<file path="src/rtl/lrx_pkg.sv">
package lrx_pkg;

  // bus geometry
  localparam int ADDR_W = 8;
  localparam int DATA_W = 32;

  // register indices as printed (low byte of the per-channel offset)
  localparam int IDX_IRQ_EN   = 'h27;
  localparam int IDX_SIG_STAT = 'h28;
  localparam int IDX_SIG_EN   = 'h29;
  localparam int IDX_DL_STAT  = 'h2c;
  localparam int IDX_DL_CLR   = 'h2d;
  localparam int IDX_CFG      = 'h2e;

  // byte addresses: one aligned word per register
  localparam logic [ADDR_W-1:0] ADDR_IRQ_EN   = ADDR_W'(IDX_IRQ_EN * 4);
  localparam logic [ADDR_W-1:0] ADDR_SIG_STAT = ADDR_W'(IDX_SIG_STAT * 4);
  localparam logic [ADDR_W-1:0] ADDR_SIG_EN   = ADDR_W'(IDX_SIG_EN * 4);
  localparam logic [ADDR_W-1:0] ADDR_DL_STAT  = ADDR_W'(IDX_DL_STAT * 4);
  localparam logic [ADDR_W-1:0] ADDR_DL_CLR   = ADDR_W'(IDX_DL_CLR * 4);
  localparam logic [ADDR_W-1:0] ADDR_CFG      = ADDR_W'(IDX_CFG * 4);

  // register select decoded from an address
  typedef enum logic [2:0] {
    SEL_NONE     = 3'b000,
    SEL_IRQ_EN   = 3'b001,
    SEL_SIG_STAT = 3'b010,
    SEL_SIG_EN   = 3'b011,
    SEL_DL_STAT  = 3'b100,
    SEL_DL_CLR   = 3'b101,
    SEL_CFG      = 3'b110
  } lrx_sel_t;

  // field widths and positions
  localparam int DL_W  = 7;
  localparam int SIG_W = 6;
  localparam int DL_TX_SOT = 6;
  localparam int DL_RX_SOT = 5;
  localparam int DL_TX_EOT = 4;
  localparam int DL_RX_EOT = 3;
  localparam int DL_FCS    = 2;
  localparam int DL_ABORT  = 1;
  localparam int DL_FLAG   = 0;
  localparam int SIG_TX_SOT = 5;
  localparam int SIG_RX_SOT = 4;
  localparam int SIG_TX_EOT = 3;
  localparam int SIG_RX_EOT = 2;
  localparam int SIG_FAIL   = 1;
  localparam int SIG_OVL    = 0;
  localparam int CFG_THR64  = 0;

  // reset values
  localparam logic [DL_W-1:0]  RST_DL_EN    = 7'h00;
  localparam logic [DL_W-1:0]  RST_DL_STAT  = 7'h00;
  localparam logic [SIG_W-1:0] RST_SIG_EN   = 6'h00;
  localparam logic [SIG_W-1:0] RST_SIG_STAT = 6'h00;

  // line and message figures
  localparam logic [7:0] FLAG_OCTET   = 8'h7e;
  localparam logic [2:0] ABORT_RUN    = 3'h7;
  localparam int         CRC_THR_LO   = 32;
  localparam int         CRC_THR_HI   = 64;
  localparam int         MAX_LAPD_LEN = 276;

  // axi responses
  localparam logic [1:0] RESP_OKAY   = 2'h0;
  localparam logic [1:0] RESP_SLVERR = 2'h2;

endpackage

</file>
<file path="src/rtl/lrx_irq.sv">
// Operation
// - fcs error raises interrupt when bit 2 enabled
// - seven ones abort raises interrupt when bit 1 enabled
// - flag octet 0x7e raises interrupt when bit 0 enabled
// - crc failure flag at 32 or 64 bad frames
// - over-length flag when message exceeds 276 bytes
// - signalling flags clear on read and on write
// - bits 5..2 hold start/end flags, 7..6 zero
// - crc failure interrupt gated by signalling enable bit 1
//
// The implementer's own choices: the AXI4-Lite register port and the register addresses.
`timescale 1ns/1ps
`default_nettype none
module lrx_irq #(
  parameter int CRC_THR_LO   = lrx_pkg::CRC_THR_LO,
  parameter int CRC_THR_HI   = lrx_pkg::CRC_THR_HI,
  parameter int MAX_LAPD_LEN = lrx_pkg::MAX_LAPD_LEN
) (
  // clock and reset
  input  wire logic                        aclk,
  input  wire logic                        aresetn,
  // axi4-lite write address
  input  wire logic [lrx_pkg::ADDR_W-1:0]  s_axi_awaddr,
  input  wire logic [2:0]                  s_axi_awprot,
  input  wire logic                        s_axi_awvalid,
  output logic                             s_axi_awready,
  // axi4-lite write data
  input  wire logic [lrx_pkg::DATA_W-1:0]  s_axi_wdata,
  input  wire logic [3:0]                  s_axi_wstrb,
  input  wire logic                        s_axi_wvalid,
  output logic                             s_axi_wready,
  // axi4-lite write response
  output logic [1:0]                       s_axi_bresp,
  output logic                             s_axi_bvalid,
  input  wire logic                        s_axi_bready,
  // axi4-lite read address
  input  wire logic [lrx_pkg::ADDR_W-1:0]  s_axi_araddr,
  input  wire logic [2:0]                  s_axi_arprot,
  input  wire logic                        s_axi_arvalid,
  output logic                             s_axi_arready,
  // axi4-lite read data
  output logic [lrx_pkg::DATA_W-1:0]       s_axi_rdata,
  output logic [1:0]                       s_axi_rresp,
  output logic                             s_axi_rvalid,
  input  wire logic                        s_axi_rready,
  // data link receive bit stream
  input  wire logic                        dl_rx_bit,
  input  wire logic                        dl_rx_bit_valid,
  // data link controller event pulses
  input  wire logic                        dl_fcs_error,
  input  wire logic                        dl_tx_start,
  input  wire logic                        dl_rx_start,
  input  wire logic                        dl_tx_end,
  input  wire logic                        dl_rx_end,
  // signalling controller event pulses
  input  wire logic                        sig_tx_start,
  input  wire logic                        sig_rx_start,
  input  wire logic                        sig_tx_end,
  input  wire logic                        sig_rx_end,
  input  wire logic                        sig_frame_done,
  input  wire logic                        sig_frame_crc_bad,
  // lapd receive byte stream
  input  wire logic                        lapd_rx_msg_start,
  input  wire logic                        lapd_rx_byte,
  // interrupt
  output logic                             irq
);
  import lrx_pkg::*;

  // counter limits at counter width; keep the parameters inside these widths
  localparam logic [6:0] THR_LO  = 7'(CRC_THR_LO);
  localparam logic [6:0] THR_HI  = 7'(CRC_THR_HI);
  localparam logic [8:0] LEN_MAX = 9'(MAX_LAPD_LEN);

  typedef struct packed {
    // write channel: address and data held until both are in
    logic              aw_held;
    logic [ADDR_W-1:0] awaddr;
    logic              w_held;
    logic [DATA_W-1:0] wdata;
    logic              wstrb0;
    logic              awready;
    logic              wready;
    logic              bvalid;
    logic [1:0]        bresp;

    // read channel
    logic              arready;
    logic              rvalid;
    logic [DATA_W-1:0] rdata;
    logic [1:0]        rresp;

    // software registers
    logic [DL_W-1:0]   dl_en;
    logic [DL_W-1:0]   dl_stat;
    logic [SIG_W-1:0]  sig_en;
    logic [SIG_W-1:0]  sig_stat;
    logic              thr64;

    // line watchers and counters
    logic [7:0]        shift;
    logic [2:0]        ones;
    logic [6:0]        crc_cnt;
    logic [8:0]        len_cnt;

    // interrupt line
    logic              irq;
  } lrx_state_t;

  // reset image: every channel ready, every flag, enable and count clear
  localparam lrx_state_t ST_RST = '{
    aw_held:  1'b0,
    awaddr:   '0,
    w_held:   1'b0,
    wdata:    '0,
    wstrb0:   1'b0,
    awready:  1'b1,
    wready:   1'b1,
    bvalid:   1'b0,
    bresp:    RESP_OKAY,
    arready:  1'b1,
    rvalid:   1'b0,
    rdata:    '0,
    rresp:    RESP_OKAY,
    dl_en:    RST_DL_EN,
    dl_stat:  RST_DL_STAT,
    sig_en:   RST_SIG_EN,
    sig_stat: RST_SIG_STAT,
    thr64:    1'b0,
    shift:    8'h00,
    ones:     3'h0,
    crc_cnt:  7'h00,
    len_cnt:  9'h000,
    irq:      1'b0
  };

  // address decode, shared by the read and write paths
  function automatic lrx_sel_t lrx_decode(input logic [ADDR_W-1:0] a);
    logic [ADDR_W-1:0] w;
    // low address bits ignored: one register per aligned word
    w = {a[ADDR_W-1:2], 2'b00};
    case (w)
      ADDR_IRQ_EN:   lrx_decode = SEL_IRQ_EN;
      ADDR_SIG_STAT: lrx_decode = SEL_SIG_STAT;
      ADDR_SIG_EN:   lrx_decode = SEL_SIG_EN;
      ADDR_DL_STAT:  lrx_decode = SEL_DL_STAT;
      ADDR_DL_CLR:   lrx_decode = SEL_DL_CLR;
      ADDR_CFG:      lrx_decode = SEL_CFG;
      default:       lrx_decode = SEL_NONE;
    endcase
  endfunction

  // present and next state
  lrx_state_t q;
  lrx_state_t d;

  // all next-state logic
  always_comb begin
    // events found this cycle
    logic              abort_ev;
    logic              flag_ev;
    logic              fail_ev;
    logic              ovl_ev;

    // watcher and counter helpers
    logic [7:0]        shifted;
    logic [6:0]        thr;
    logic [8:0]        len_base;

    // flag set and clear masks
    logic [DL_W-1:0]   dl_set;
    logic [DL_W-1:0]   dl_clr;
    logic [SIG_W-1:0]  sig_set;
    logic [SIG_W-1:0]  sig_clr;

    // register selects and interrupt terms
    lrx_sel_t          wsel;
    lrx_sel_t          rsel;
    logic              dl_hit;
    logic              sig_hit;

    // defaults: hold every state bit, no event, no clear
    abort_ev = 1'b0;
    flag_ev  = 1'b0;
    fail_ev  = 1'b0;
    ovl_ev   = 1'b0;
    shifted  = {q.shift[6:0], dl_rx_bit};
    thr      = q.thr64 ? THR_HI : THR_LO;
    len_base = lapd_rx_msg_start ? 9'h000 : q.len_cnt;
    dl_set   = '0;
    sig_set  = '0;
    dl_clr   = '0;
    sig_clr  = '0;
    dl_hit   = 1'b0;
    sig_hit  = 1'b0;
    wsel     = lrx_decode(q.awaddr);
    rsel     = lrx_decode(s_axi_araddr);
    d        = q;

    // write address and data are taken independently, in either order
    if (s_axi_awvalid && q.awready) begin
      d.aw_held = 1'b1;
      d.awaddr  = s_axi_awaddr;
      d.awready = 1'b0;
    end
    if (s_axi_wvalid && q.wready) begin
      d.w_held = 1'b1;
      d.wdata  = s_axi_wdata;
      d.wstrb0 = s_axi_wstrb[0];
      d.wready = 1'b0;
    end

    // write takes effect once both halves are held
    if (q.aw_held && q.w_held && !q.bvalid) begin
      d.aw_held = 1'b0;
      d.w_held  = 1'b0;
      d.bvalid  = 1'b1;
      d.bresp   = (wsel == SEL_NONE) ? RESP_SLVERR : RESP_OKAY;
      // enables and config need the low byte lane; a signalling status write always clears
      case (wsel)
        SEL_IRQ_EN:   if (q.wstrb0) d.dl_en = q.wdata[DL_W-1:0];
        SEL_SIG_EN:   if (q.wstrb0) d.sig_en = q.wdata[SIG_W-1:0];
        SEL_CFG:      if (q.wstrb0) d.thr64 = q.wdata[CFG_THR64];
        SEL_DL_CLR:   if (q.wstrb0) dl_clr = q.wdata[DL_W-1:0];
        SEL_SIG_STAT: sig_clr = '1;
        default:      sig_clr = '0;
      endcase
    end
    // readies come back only after the response is taken: one write at a time
    if (q.bvalid && s_axi_bready) begin
      d.bvalid  = 1'b0;
      d.awready = 1'b1;
      d.wready  = 1'b1;
    end

    // read: data sampled at the address handshake, answered next cycle
    if (s_axi_arvalid && q.arready) begin
      d.arready = 1'b0;
      d.rvalid  = 1'b1;
      d.rresp   = (rsel == SEL_NONE) ? RESP_SLVERR : RESP_OKAY;
      d.rdata   = '0;
      // a signalling status read returns the old flags and clears them on the same edge
      case (rsel)
        SEL_IRQ_EN:   d.rdata[DL_W-1:0] = q.dl_en;
        SEL_SIG_STAT: begin
          d.rdata[SIG_W-1:0] = q.sig_stat;
          sig_clr = '1;
        end
        SEL_SIG_EN:   d.rdata[SIG_W-1:0] = q.sig_en;
        SEL_DL_STAT:  d.rdata[DL_W-1:0] = q.dl_stat;
        SEL_CFG:      d.rdata[CFG_THR64] = q.thr64;
        default:      d.rdata = '0;                                       // clear reg reads zero
      endcase
    end
    if (q.rvalid && s_axi_rready) begin
      d.rvalid  = 1'b0;
      d.arready = 1'b1;
    end

    // bit stream watcher: run of ones for abort, 8-bit window for the flag
    if (dl_rx_bit_valid) begin
      d.shift = shifted;
      // saturate so a long run of ones reports abort only once
      if (dl_rx_bit) begin
        abort_ev = (q.ones == ABORT_RUN - 3'h1);
        d.ones   = (q.ones == ABORT_RUN) ? q.ones : q.ones + 3'h1;
      end else begin
        d.ones = 3'h0;
      end
      flag_ev = (shifted == FLAG_OCTET);
    end

    // consecutive corrupted frames; a good frame restarts the count
    if (sig_frame_done) begin
      // count restarts on the failure so a further run can fire again
      if (sig_frame_crc_bad) begin
        if (q.crc_cnt + 7'h01 == thr) begin
          fail_ev   = 1'b1;
          d.crc_cnt = 7'h00;
        end else begin
          d.crc_cnt = q.crc_cnt + 7'h01;
        end
      end else begin
        d.crc_cnt = 7'h00;
      end
    end

    // message length; counter stops one past the limit so it flags once
    d.len_cnt = len_base;
    // a start and a byte in one cycle count as the first byte
    if (lapd_rx_byte) begin
      ovl_ev = (len_base == LEN_MAX);
      if (len_base <= LEN_MAX) d.len_cnt = len_base + 9'h001;
    end

    // sticky flags: an event in the clearing cycle survives the clear
    // data link events
    dl_set[DL_TX_SOT] = dl_tx_start;
    dl_set[DL_RX_SOT] = dl_rx_start;
    dl_set[DL_TX_EOT] = dl_tx_end;
    dl_set[DL_RX_EOT] = dl_rx_end;
    dl_set[DL_FCS]    = dl_fcs_error;
    dl_set[DL_ABORT]  = abort_ev;
    dl_set[DL_FLAG]   = flag_ev;

    // signalling events
    sig_set[SIG_TX_SOT] = sig_tx_start;
    sig_set[SIG_RX_SOT] = sig_rx_start;
    sig_set[SIG_TX_EOT] = sig_tx_end;
    sig_set[SIG_RX_EOT] = sig_rx_end;
    sig_set[SIG_FAIL]   = fail_ev;
    sig_set[SIG_OVL]    = ovl_ev;

    // clear first, then set, so the set wins
    d.dl_stat  = (q.dl_stat & ~dl_clr) | dl_set;
    d.sig_stat = (q.sig_stat & ~sig_clr) | sig_set;

    // level interrupt follows the new flags, so it drops with the clear
    dl_hit  = |(d.dl_stat & d.dl_en);
    sig_hit = |(d.sig_stat & d.sig_en);
    d.irq   = dl_hit | sig_hit;
  end

  // single state register, synchronous reset
  // no asynchronous path: reset is sampled like any other input
  always_ff @(posedge aclk) begin
    if (!aresetn) begin
      q <= ST_RST;
    end else begin
      q <= d;
    end
  end

  // outputs straight from the state flops
  // write channel
  assign s_axi_awready = q.awready;
  assign s_axi_wready  = q.wready;
  assign s_axi_bvalid  = q.bvalid;
  assign s_axi_bresp   = q.bresp;

  // read channel
  assign s_axi_arready = q.arready;
  assign s_axi_rvalid  = q.rvalid;
  assign s_axi_rdata   = q.rdata;
  assign s_axi_rresp   = q.rresp;

  // interrupt
  assign irq           = q.irq;

endmodule
`default_nettype wire

</file>
<file path="config.mk">
export PLATFORM = sky130hd
export DESIGN_NAME = lrx_irq
export DESIGN_NICKNAME = d
export VERILOG_FILES = /design/src/rtl/lrx_pkg.sv /design/src/rtl/lrx_irq.sv
export SDC_FILE = /design/constraint.sdc
export NUM_CORES = 1
export LEC_CHECK = 0
export BUFFER_PORTS_ARGS = -buffer_cell sky130_fd_sc_hd__buf_4
export CAP_MARGIN = 20
export CORE_MARGIN = 2
export CORE_UTILIZATION = 53
export CTS_BUF_LIST = sky130_fd_sc_hd__clkbuf_8
export DETAILED_ROUTE_END_ITERATION = 6
export PLACE_DENSITY_LB_ADDON = 0.15
export SLEW_MARGIN = 20
export SYNTH_ARGS = -nofsm -noshare
export SYNTH_HDL_FRONTEND = slang
export SYNTH_SLANG_ARGS = --single-unit
</file>
<file path="constraint.sdc">
create_clock -name aclk -period 2.4 [get_ports aclk]
set_clock_uncertainty 0.1 [all_clocks]
set_input_delay 0.24 -clock aclk [delete_from_list [all_inputs] [get_ports aclk]]
set_output_delay 0.24 -clock aclk [all_outputs]
set_load 0.01 [all_outputs]
</file>
# Word-level counts from Yosys, hierarchy flattened
# Index checks and enable logic that the tools add are counted.
[word_totals]
word_cells = 117
out_inout_bits = 42
regBits = 88
input_bits = 80
[op_classes]
order_cmp = 1
n_bitwise = 10
n_mux = 35
n_eq_ne = 28
n_reduce_logical = 17
n_addsub = 3
[ops]
columns = ["op", "count"]
rows = [
  ["$eq 6x6->1 const B", 12],
  ["$mux 7", 9],
  ["$mux 6", 7],
  ["$pmux 3 s6", 2],
  ["$mux 9", 3],
  ["$pmux 5 s4", 1],
  ["$eq 3x3->1 const B", 6],
  ["$and 7x7->7", 2],
  ["$and 6x6->6", 2],
  ["$eq 3x2->1 const B", 4],
  ["$add 9x1->9 const B", 1],
  ["$eq 9x9->1 const B", 1],
  ["$le 9x9->1 const B", 1],
  ["$eq 8x7->1 const B", 1],
  ["$add 7x1->7 const B", 1],
  ["$eq 7x7->1", 1],
  ["$logic_and 1x1->1", 7],
  ["$mux 1", 7],
  ["$not 7->7", 1],
  ["$or 7x7->7", 1],
  ["$reduce_or 7->1", 1],
  ["$eq 3x1->1 const B", 2],
  ["$logic_not 3->1", 2],
  ["$mux 3", 2],
  ["14 further kinds", 17],
]

# Longest topological paths before layout
# Gate-level depths: netlist of run 1.
[depth]
depth_word = 13
ltp_mapped = 10
mapped_depth_nobuf = 9

# Worst setup path after synthesis of run 1
# No wires, ideal clock.
[synth_timing]
kind = "register to register"
start = "reg q, in the netlist s_axi_bvalid"
end = "reg q, in the netlist irq"
required_ns = 2.164
path_stages_with_launch = 8
period_less_slack_ns = 2.170
path_buffers = 1
path_slack_ns = 0.230
t_arrival_ns = 1.934
setup_time_ns = 0.136
path_cell_list = "dfxtp_1 nand3b_4 or4_4 buf_6 mux2i_2 o22ai_1 o41ai_2 o311ai_1"
[synth_between]
elab_chain_len = 11
word_cells_on_any_way = 19
cone_classes = "6 x mux; 9 x bitwise; 4 x reduce/logical"
[synth_rtl]
columns = ["element", "line_no", "source"]
rows = [
  ["start: declaration", "lrx_irq.sv:154", "lrx_state_t q;"],
  ["start signal: assignment", "lrx_irq.sv:328", "q <= ST_RST;"],
  ["start signal: assignment", "lrx_irq.sv:330", "q <= d;"],
  ["$logic_not 1->1 (*)", "lrx_irq.sv:214", "if (q.aw_held && q.w_held && !q.bvalid) begin"],
  ["$logic_and 1x1->1 (*)", "lrx_irq.sv:214", ""],
  ["$mux 6", "lrx_irq.sv:214", ""],
  ["$mux 6", "lrx_irq.sv:243", "case (rsel)"],
  ["$mux 6", "lrx_irq.sv:237", "if (s_axi_arvalid && q.arready) begin"],
  ["$not 6->6", "lrx_irq.sv:316", "d.sig_stat = (q.sig_stat & ~sig_clr) | sig_set;"],
  ["$and 6x6->6", "lrx_irq.sv:316", ""],
  ["$or 6x6->6", "lrx_irq.sv:316", ""],
  ["$and 6x6->6", "lrx_irq.sv:320", "sig_hit = |(d.sig_stat & d.sig_en);"],
  ["$reduce_or 6->1", "lrx_irq.sv:320", ""],
  ["$or 1x1->1 (*)", "lrx_irq.sv:321", "d.irq = dl_hit | sig_hit;"],
]
# Every way passes the cells marked *; elsewhere a longest branch is shown, timed or not.
# A chain may end at the register's enable or synchronous reset.

# Final worst setup path of run 1
# Same ends and word-level chain as after synthesis.

==> reports/qor.txt, run 1 <==
Clock share of power: 38.9%
Kind of path behind the tightest hold check: in -> reg
Post-synthesis sequential area ratio: 41.1%
Area contributors post-synth: dfxtp_1 (41%), buf_4 (6.8%), nor2_1 (5.7%)
Top-count cell post-synth: dfxtp_1
GPL Wtd Cong: 0.859
Largest net degree at the start of global routing: 36
Synth Flop Type: dfxtp_1
Drt first-iter violations: 204
Synth warn: 0
Vias in the first global route: 3,341
Total gr overflow: 0
Net Switching: 720 uW
Ant diodes: 0
CTS tree: yes
Crit end category: register
Nets: 627
Setup repair after global routing missed its margin: false
Synth top area share: 41.1%
Yosys top cell by area: dfxtp_1
Global-route wire length before repair: 15,500 um
Synthesized cell area: 4090 um^2
Post-layout util: 63.1%
Switching share of power: 24.7%
Starting Density: 53.8%
Drt via density: 5.39
Max_slew headroom: 51.4%
Final ANT Viol Nets: 0
Initial antenna violation count: 0
Worst Path Required: 2.53 ns
Final period util: 96.2%
PortBufs: 56
Drt total wl: 9300 um
Die height: 91.9 um
Vias: 3,493
H-tree Lvls: 3
# DRC: 0
Total CTS buffers: 9
Reg clk slew, reported paths: 0.09 ns
Sequential share of power: 50.9%
Yosys reg bits: 84
Asr flop ratio synth: 0%
Num ports: 122
Worst hold slack: 0.00371 ns
Post-DP HPWL: 6690 um
Die area: 8440 um^2
Combinational share of power: 10.1%
Avg Cell Area, Syn: 8.42 um^2
Layout cells sized above 1: 21.1%
Area grow syn2layout: 17.4%
Clk_lat worst skew: 0.36 ns
Crit-path max FO: 7
CTS Root Cell: clkbuf_8
All-Layer GR Usage: 22.8%
Setup TNS: 0 ns
Clock Path Buffers: 2
Clk sinks: 84
Status: finished, final reports clean
Worst Setup Start Kind: register
Horiz. Die Dim: 91.9 um
Core ar.: 7610 um^2
Worst Max-Slew Pin Slew: 0.721 ns
CP Class: reg -> reg
Setup bufs post-CTS: 0
Unique masters post-synth: 60
# fillers: 702
DR pass1 iterations: 5
Fmax: 0.433 GHz
P_int: 2190 uW
Leakage power total: 0.00205 uW
Number of flops mapped to enable cells by yosys: 0
Commonest cells in the netlist: dfxtp_1 (84), nor2_1 (62), nand2_1 (49)
Worst EP arrival: 2.44 ns
Per-cell routed wire length: 14.4 um
# Max-Cap Violations: 0
Final min period: 2.31 ns
Setup violators final: 0
Std cell rows: 32
Max-slew violations: 0
Peak supply drop: 0.313 mV
Endpoints failing hold: 0
Cells after synthesis: 486
Pwr per Cell Area: 607 nW/um^2
[state kept, by name, indices dropped and copies added (netlist names)]
name,cells
s_axi_bvalid,1
s_axi_awready,1
s_axi_bresp,1
s_axi_rresp,1
s_axi_wready,1
s_axi_rvalid,1
s_axi_arready,1
irq,1
q,69
s_axi_rdata,7
[kinds of logic (layout without fill, tap and decap cells)]
group                    after synthesis  in the layout  share of synthesized area (%)
other                                  1             27                         0.0917
AO/OA/AOI/OAI                         98             98                           14.7
multiplexers                          27             27                           6.88
buffers and inverters                 70            104                           10.2
AND/OR/NAND/NOR                      192            192                           23.4
flip-flops                            84             84                           41.1
adder cells (fa/ha/maj)                6              6                           1.83
XOR/XNOR                               8              8                           1.71
[through the flow]
stage	instance area (um^2)	setup slack [ns]	power [uW]	instances
final	4800	0.0914	2910	648
after global routing	4800	0.00443	3030	648
after CTS	4760	0.0165	2920	648
after detailed placement	4510	0.0130	1800	630
after global placement	4510	0.0497	1790	630
after floorplan	4190	0.230	1700	512
[worst max-delay path, cell delays in order, from the launching register on]
cell and delay, ns:
dfxtp_1 0.32, nand3b_4 0.18, or4_4 0.65, mux2i_2 0.24, o22ai_1 0.15, o41ai_2 0.39
o311ai_1 0.15
[power by group through the flow]
stage	clock network, uW	logic [uW]	registers [uW]
2_1_floorplan	0	204	1500
3_3_place_gp	0	281	1510
3_5_place_dp	0	286	1510
4_1_cts	1150	290	1480
5_1_grt	1210	327	1490
6_report	1130	294	1480
[path summary, 6_finish.rpt]
kind                                   from                 end  slack [ns]  cells after the start
setup reg to reg  s_axi_bvalid$_SDFFE_PP0P_      irq$_SDFF_PN0_        0.09                      6
setup / recovery  s_axi_bvalid$_SDFFE_PP0P_      irq$_SDFF_PN0_        0.09                      6
hold reg to reg          q[11]$_SDFFE_PN0P_  q[11]$_SDFFE_PN0P_        0.39                      2
hold / removal                 sig_rx_start    q[33]$_SDFF_PN0_       0.004                      3
[timing repair]
action,in CTS,in global routing
hold buffers,2,0
endpoints found under the setup margin,1,2
gates cloned,0,0
endpoints found under the hold margin,2,0
pin swaps,0,2
resized for setup,2,12
[area by class of cell]
class                   count  area, um^2  share of cell area, %
clock buffers              10         138                   2.87
repair buffers             75         581                   12.1
inverters                  13        48.8                   1.02
clock inverters             6        88.8                   1.85
multi-input cells         358        2130                   44.4
flip-flops and latches     84        1690                   35.1
well taps                 102         128                   2.66
[routing by layer]
| metal | part of all wire, % | up-vias | global-route usage, % |
|---|---|---|---|
| met5 | 0 | - | 0 |
| met4 | 1.9 | 0 | 9.58 |
| met3 | 5.8 | 18 | 3.53 |
| met2 | 46 | 117 | 36.0 |
| met1 | 46 | 1618 | 31.3 |
| li1 | - | 1740 | - |
[cells in the final DEF, fill, tap and decap left out, types with 3 or more instances in the layout]
cell	synthesis	final
dfxtp_1	84	79
dfxtp_2	0	5
nor3b_1	3	3
nand2_1	49	49
xor2_1	4	4
a21oi_1	41	41
o21ai_0	15	15
conb_1	1	27
buf_4	37	72
a22oi_1	6	6
inv_1	12	13
mux2_2	6	6
nor2_1	62	62
xnor2_1	4	4
nand2b_1	14	14
nor3_1	10	10
nand3_1	20	19
ha_1	6	5
o22ai_2	0	3
o22ai_1	12	9
clkbuf_8	0	10
nand4b_1	3	3
a31oi_1	7	7
nand4_1	4	4
nor2b_1	7	7
mux2i_1	20	20
Note: power is estimated with default switching activity, not from simulation.
==> run 2: changes to the inputs <==
GPL_TIMING_DRIVEN = 0   (was default)
==> run 2 against run 1 <==
Against the previous run: core utilization grew 2.7 points; design area increased by 4.2%; combinational power rose by 8.5%; final cell count is 5.1% higher; sequential share of layout area shrank 1.4 points; clock power down 11%; global-route usage is 1.3 points lower; via count increased by 0.86%; first-iteration DRC count is 45% lower.
==> reports/qor.txt, run 2 (synthesized netlist as in run 1, its figures left out) <==
Leakage power total: 0.00214 uW (+4.5%)
Vias in the first global route: 3,212 (-3.9%)
Largest register FFs: 69 (unchanged)
PortBufs: 52 (-7.1%)
CTS tree: yes
Setup violators final: 0 (unchanged)
Ant diodes: 0 (unchanged)
CTS Root Cell: clkbuf_8
Crit-path max FO: 7 (unchanged)
Final min period: 2.34 ns (+0.0297 ns)
Commonest non-fill, non-tap cell in the layout: buf_4
CP Class: reg -> reg
Clk sinks: 84 (unchanged)
Vias: 3,523 (+0.86%)
Endpoints failing hold: 0 (unchanged)
# DRC: 0 (unchanged)
Max_slew headroom: 29.3% (-22 points)
# Max-Cap Violations: 0 (unchanged)
Total gr overflow: 0 (unchanged)
Drt total wl: 9210 um (-1.0%)
Largest net degree at the start of global routing: 16 (-56%)
Commonest cells after routing, fill and taps aside: buf_4 (89), dfxtp_1 (80), nor2_1 (62)
Drt via density: 5.17 (-4.0%)
Worst Path Required: 2.51 ns (-0.02 ns)
Fmax: 0.428 GHz (-1.3%)
Final non-filler cell total: 681 (+5.1%)
Die area: 8440 um^2 (unchanged)
CP cell instances: nand3b_4, or4_4, o22ai_1, o22ai_2, o41ai_2, o311ai_1
Placed Cells: 666 (+5.7%)
Largest Register: q
Global-route wire length before repair: 14,600 um (-6.2%)
Post-DP HPWL: 6870 um (+2.6%)
Final period util: 97.4% (+1.2 points)
Horiz. Die Dim: 91.9 um (unchanged)
Peak supply drop: 0.296 mV (-5.5%)
Crit end category: register
Crit path largest cell delay: 0.63 ns (-0.02 ns)
Area grow syn2layout: 22.4%
Total CTS buffers: 9 (unchanged)
Clk_lat worst skew: 0.35 ns (about the same)
Worst Setup Start Kind: register
Final ANT Viol Nets: 0 (unchanged)
Reg clk slew, reported paths: 0.09 ns (about the same)
Slowest stage cell on the critical path: or4_4
Worst hold slack: 0.00728 ns (+0.00356 ns)
Initial antenna violation count: 0 (unchanged)
Max-slew violations: 0 (unchanged)
Drt first-iter violations: 113 (-45%)
Std cell rows: 32 (unchanged)
Nets: 660 (+5.3%)
Pwr per Cell Area: 562 nW/um^2 (-7.4%)
Kind of path behind the tightest hold check: in -> reg
H-tree Lvls: 3 (unchanged)
All-Layer GR Usage: 21.5% (-1.3 points)
Core ar.: 7610 um^2 (unchanged)
Final instance area: 5010 um^2 (+4.2%)
Status: finished, final reports clean
Layout cells sized above 1: 24.0% (+2.9 points)
Worst Max-Slew Pin Slew: 1.05 ns (+0.332 ns)
Overall Power: 2810 uW (-3.5%)
Worst EP arrival: 2.45 ns (about the same)
Die height: 91.9 um (unchanged)
DP Area: 4710 um^2 (+4.4%)
DR pass1 iterations: 4 (-1)
Per-cell routed wire length: 13.5 um (-5.8%)
GPL Wtd Cong: 0.869 (+1.2%)
Starting Density: 53.8% (unchanged)
Num ports: 122 (unchanged)
Clock Path Buffers: 2 (unchanged)
## run 2: report_power, final
part           total, uW  internal [uW]  leakage (uW)  switching [uW]
Combinational        319            157       0.00136             162
Clock               1010            486     0.0000976             527
Sequential          1480           1440      0.000687            41.9
## run 2: per-layer routing
layer,GRT usage (%),wire length (um)
met5,0,0
met4,7.71,107
met3,4.11,417
met2,35.4,4340
met1,28.2,4340
## run 2: stage by stage
step           setup WS (ns)  TNS (ns)  utilization [%]
2_1_floorplan          0.230         0                -
3_3_place_gp         -0.0585   -0.0585             61.9
3_5_place_dp         -0.0752   -0.0752             61.9
4_1_cts              0.00154         0             64.5
5_1_grt             -0.00122  -0.00122             65.8
6_report              0.0617         0             65.8
## run 2: path summary, 6_finish.rpt
kind | from | end | slack [ns] | cells past startpoint
worst min register to register | q[9]$_SDFF_PN0_ | q[9]$_SDFF_PN0_ | 0.38 | 2
worst max register to register | s_axi_bvalid$_SDFFE_PP0P_ | irq$_SDFF_PN0_ | 0.06 | 6
worst min-delay path | s_axi_rready | s_axi_arready$_SDFFE_PP1P_ | 0.007 | 2
worst max-delay path | s_axi_bvalid$_SDFFE_PP0P_ | irq$_SDFF_PN0_ | 0.06 | 6
## run 2: final cells by class
class | instances | area (um^2)
plain buffers | 55 | 375
clock inverters | 7 | 75.1
multi-input cells | 358 | 2170
flip-flops and latches | 84 | 1690
well taps | 102 | 128
fillers | 658 | 2600
inverters | 13 | 48.8
clock buffers | 9 | 124
repair buffers | 53 | 398
## run 2: critical path: cells and delay by family (launching register included)
| family | cells | cell delay (ns) |
|---|---|---|
| and+or+nand+nor | 2 | 0.81 |
| DFF | 1 | 0.37 |
| AOI/OAI and AO/OA | 4 | 0.91 |
## run 2: timing repair
action,in CTS,in global routing
buffers inserted,0,1
hold endpoints to repair,0,0
hold buffers,0,0
pin swaps,1,4
gates resized for setup,1,23
endpoints found under the setup margin,1,3
==> run 3: changes to the inputs <==
CORE_UTILIZATION = 45   (was 53)
==> run 3 against run 2 <==
Against the previous run: non-clock buffer count fell by 1; wire length is 3.0% higher; clock power increased by 9.9%; global-route usage decreased by 2.3 points; flip-flop and latch count stayed put; critical path depth grew 1; final cell count grew 0.73%; highest routed layer unchanged.
==> reports/qor.txt, run 3 (synthesized netlist as in run 1, its figures left out) <==
Leakage power total: 0.00217 uW (+1.3%)
Final min period: 2.37 ns (+0.0328 ns)
Die area: 9870 um^2 (+17%)
Worst Max-Slew Pin Slew: 0.693 ns (-0.360 ns)
Total gr overflow: 0 (unchanged)
Commonest non-fill, non-tap cell in the layout: buf_4
Ant diodes: 0 (unchanged)
Std cell rows: 34 (+6.3%)
Per-cell routed wire length: 13.8 um (+2.2%)
Setup violators final: 0 (unchanged)
# DRC: 0 (unchanged)
Worst EP arrival: 2.48 ns (+0.03 ns)
Commonest cells after routing, fill and taps aside: buf_4 (88), dfxtp_1 (81), nor2_1 (62)
Hold path depth: 3 (+1)
Status: finished, final reports clean
Drt via density: 5.18 (+0.14%)
Num ports: 122 (unchanged)
Layout cells sized above 1: 23.7% (-0.30 points)
Setup repair after global routing missed its margin: true
Drt total wl: 9480 um (+3.0%)
Final period util: 98.8% (+1.4 points)
Crit-path max FO: 6 (-1)
Pwr per Cell Area: 581 nW/um^2 (+3.4%)
CTS tree: yes
Clk_lat worst skew: 0.35 ns (about the same)
Largest register FFs: 69 (unchanged)
# Max-Cap Violations: 0 (unchanged)
Max_slew headroom: 53.3% (+24 points)
Vias in the first global route: 3,281 (+2.1%)
H-tree Lvls: 3 (unchanged)
Peak supply drop: 0.382 mV (+29%)
Area grow syn2layout: 22.6%
Die height: 99.4 um (+8.2%)
Horiz. Die Dim: 99.4 um (+8.2%)
Pre-CTS setup slack: -0.176 ns (-0.101 ns)
Endpoints failing hold: 0 (unchanged)
Min-delay src: sig_rx_start
GPL Wtd Cong: 0.848 (-2.4%)
All-Layer GR Usage: 19.2% (-2.3 points)
Setup TNS: 0 ns (unchanged)
Global-route wire length before repair: 15,400 um (+5.4%)
Worst Path Required: 2.51 ns (about the same)
Reg2Reg Launch Point: s_axi_bvalid$_SDFFE_PP0P_
CP Class: reg -> reg
PortBufs: 52 (unchanged)
Crit end category: register
Vias: 3,554 (+0.88%)
Hold Path End: q[33]$_SDFF_PN0_
Clock Path Buffers: 2 (unchanged)
Starting Density: 46.7% (-7.1 points)
Largest net degree at the start of global routing: 15 (-1)
DR pass1 iterations: 4 (unchanged)
Clk sinks: 84 (unchanged)
Kind of path behind the tightest hold check: in -> reg
Drt first-iter violations: 142 (+26%)
R2R Path End: irq$_SDFF_PN0_
Final WS setup: 0.0290 ns (-0.0328 ns)
CTS Root Cell: clkbuf_8
Max-slew violations: 0 (unchanged)
Total CTS buffers: 9 (unchanged)
Initial antenna violation count: 0 (unchanged)
Core ar.: 8760 um^2 (+15%)
R2R setup slack: 0.03 ns (-0.03 ns)
Worst setup path startpoint: s_axi_bvalid$_SDFFE_PP0P_
Fmax: 0.422 GHz (-1.4%)
Reg clk slew, reported paths: 0.09 ns (about the same)
Largest Register: q
Nets: 659 (-0.15%)
Worst Setup Start Kind: register
Reg2Reg Depth: 7 (+1)
Setup bufs post-CTS: 0 (unchanged)
Post-DP HPWL: 7120 um (+3.7%)
Final ANT Viol Nets: 0 (unchanged)
==> run 3: cell types whose count changed in the layout (fill, tap and decap cells not counted), moves of 2 or more <==
| cell | before | now |
|---|---|---|
| clkinvlp_4 | 2 | 0 |
| nor3_2 | 0 | 2 |
| nor3_1 | 10 | 8 |
| clkinv_2 | 0 | 2 |
| mux2i_1 | 16 | 18 |
==> run 3: critical path: stages (launching register included) <==
cell,delay (ns)
dfxtp_2,0.35
nand3b_4,0.19
or4_4,0.53
buf_6,0.16
mux2i_2,0.21
o22ai_1,0.14
o41ai_2,0.37
o311ai_2,0.18
==> run 3: repair_timing <==
| item | in CTS | in global routing |
|---|---|---|
| pin swaps | 2 | 3 |
| hold buffers | 0 | 0 |
| gates resized for setup | 2 | 18 |
| endpoints found under the hold margin | 0 | 0 |
| setup endpoints to repair | 2 | 6 |
==> run 3: layer usage <==
layer | global-route usage, % | wire, um | share of wire, % | up-vias
li1 | - | - | - | 1802
met1 | 26.8 | 4530 | 48 | 1635
met2 | 30.2 | 4320 | 46 | 107
met3 | 3.09 | 509 | 5.4 | 10
met4 | 6.74 | 125 | 1.3 | 0
met5 | 0 | 0 | 0 | -
==> run 3: power breakdown <==
group          internal, uW  leakage, uW  total (uW)  switching (uW)
Clock                   585     0.000115        1110             527
Combinational           157      0.00137         320             164
Sequential             1440     0.000686        1480            40.8
==> run 3: worst max path at each step <==
stage	to	slack [ns]	cells after the start
6_report	irq$_SDFF_PN0_	0.03	7
5_1_grt	irq$_SDFF_PN0_	-0.11	6
4_1_cts	irq$_SDFF_PN0_	-0.002	7
3_5_place_dp	s_axi_rdata[4]$_SDFFE_PN0P_	-0.18	7
3_3_place_gp	s_axi_rdata[2]$_SDFFE_PN0P_	-0.17	7
2_1_floorplan	irq$_SDFF_PN0_	0.23	7
==> run 3: layout make-up <==
type / instances / area [um^2]
timing repair buffer: 52 / 390
sequential: 84 / 1690
tap: 108 / 135
multi-input combinational: 358 / 2160
buffer: 55 / 375
clock buffer: 9 / 124
inverter: 13 / 48.8
fill: 825 / 3750
clock inverter: 7 / 91.3
==> run 3: per-stage QoR <==
step | utilization (%) | hold slack (ns) | cells | area (um^2) | power, uW
detailed placement | 53.8 | 0.377 | 672 | 4710 | 1830
floorplan | - | 0.268 | 512 | 4190 | 1700
global route | 57.2 | 0.0266 | 686 | 5010 | 3030
global placement | 53.8 | 0.359 | 672 | 4710 | 1820
CTS | 56.3 | 0.0196 | 686 | 4930 | 2920
finish | 57.2 | 0.0216 | 686 | 5010 | 2910
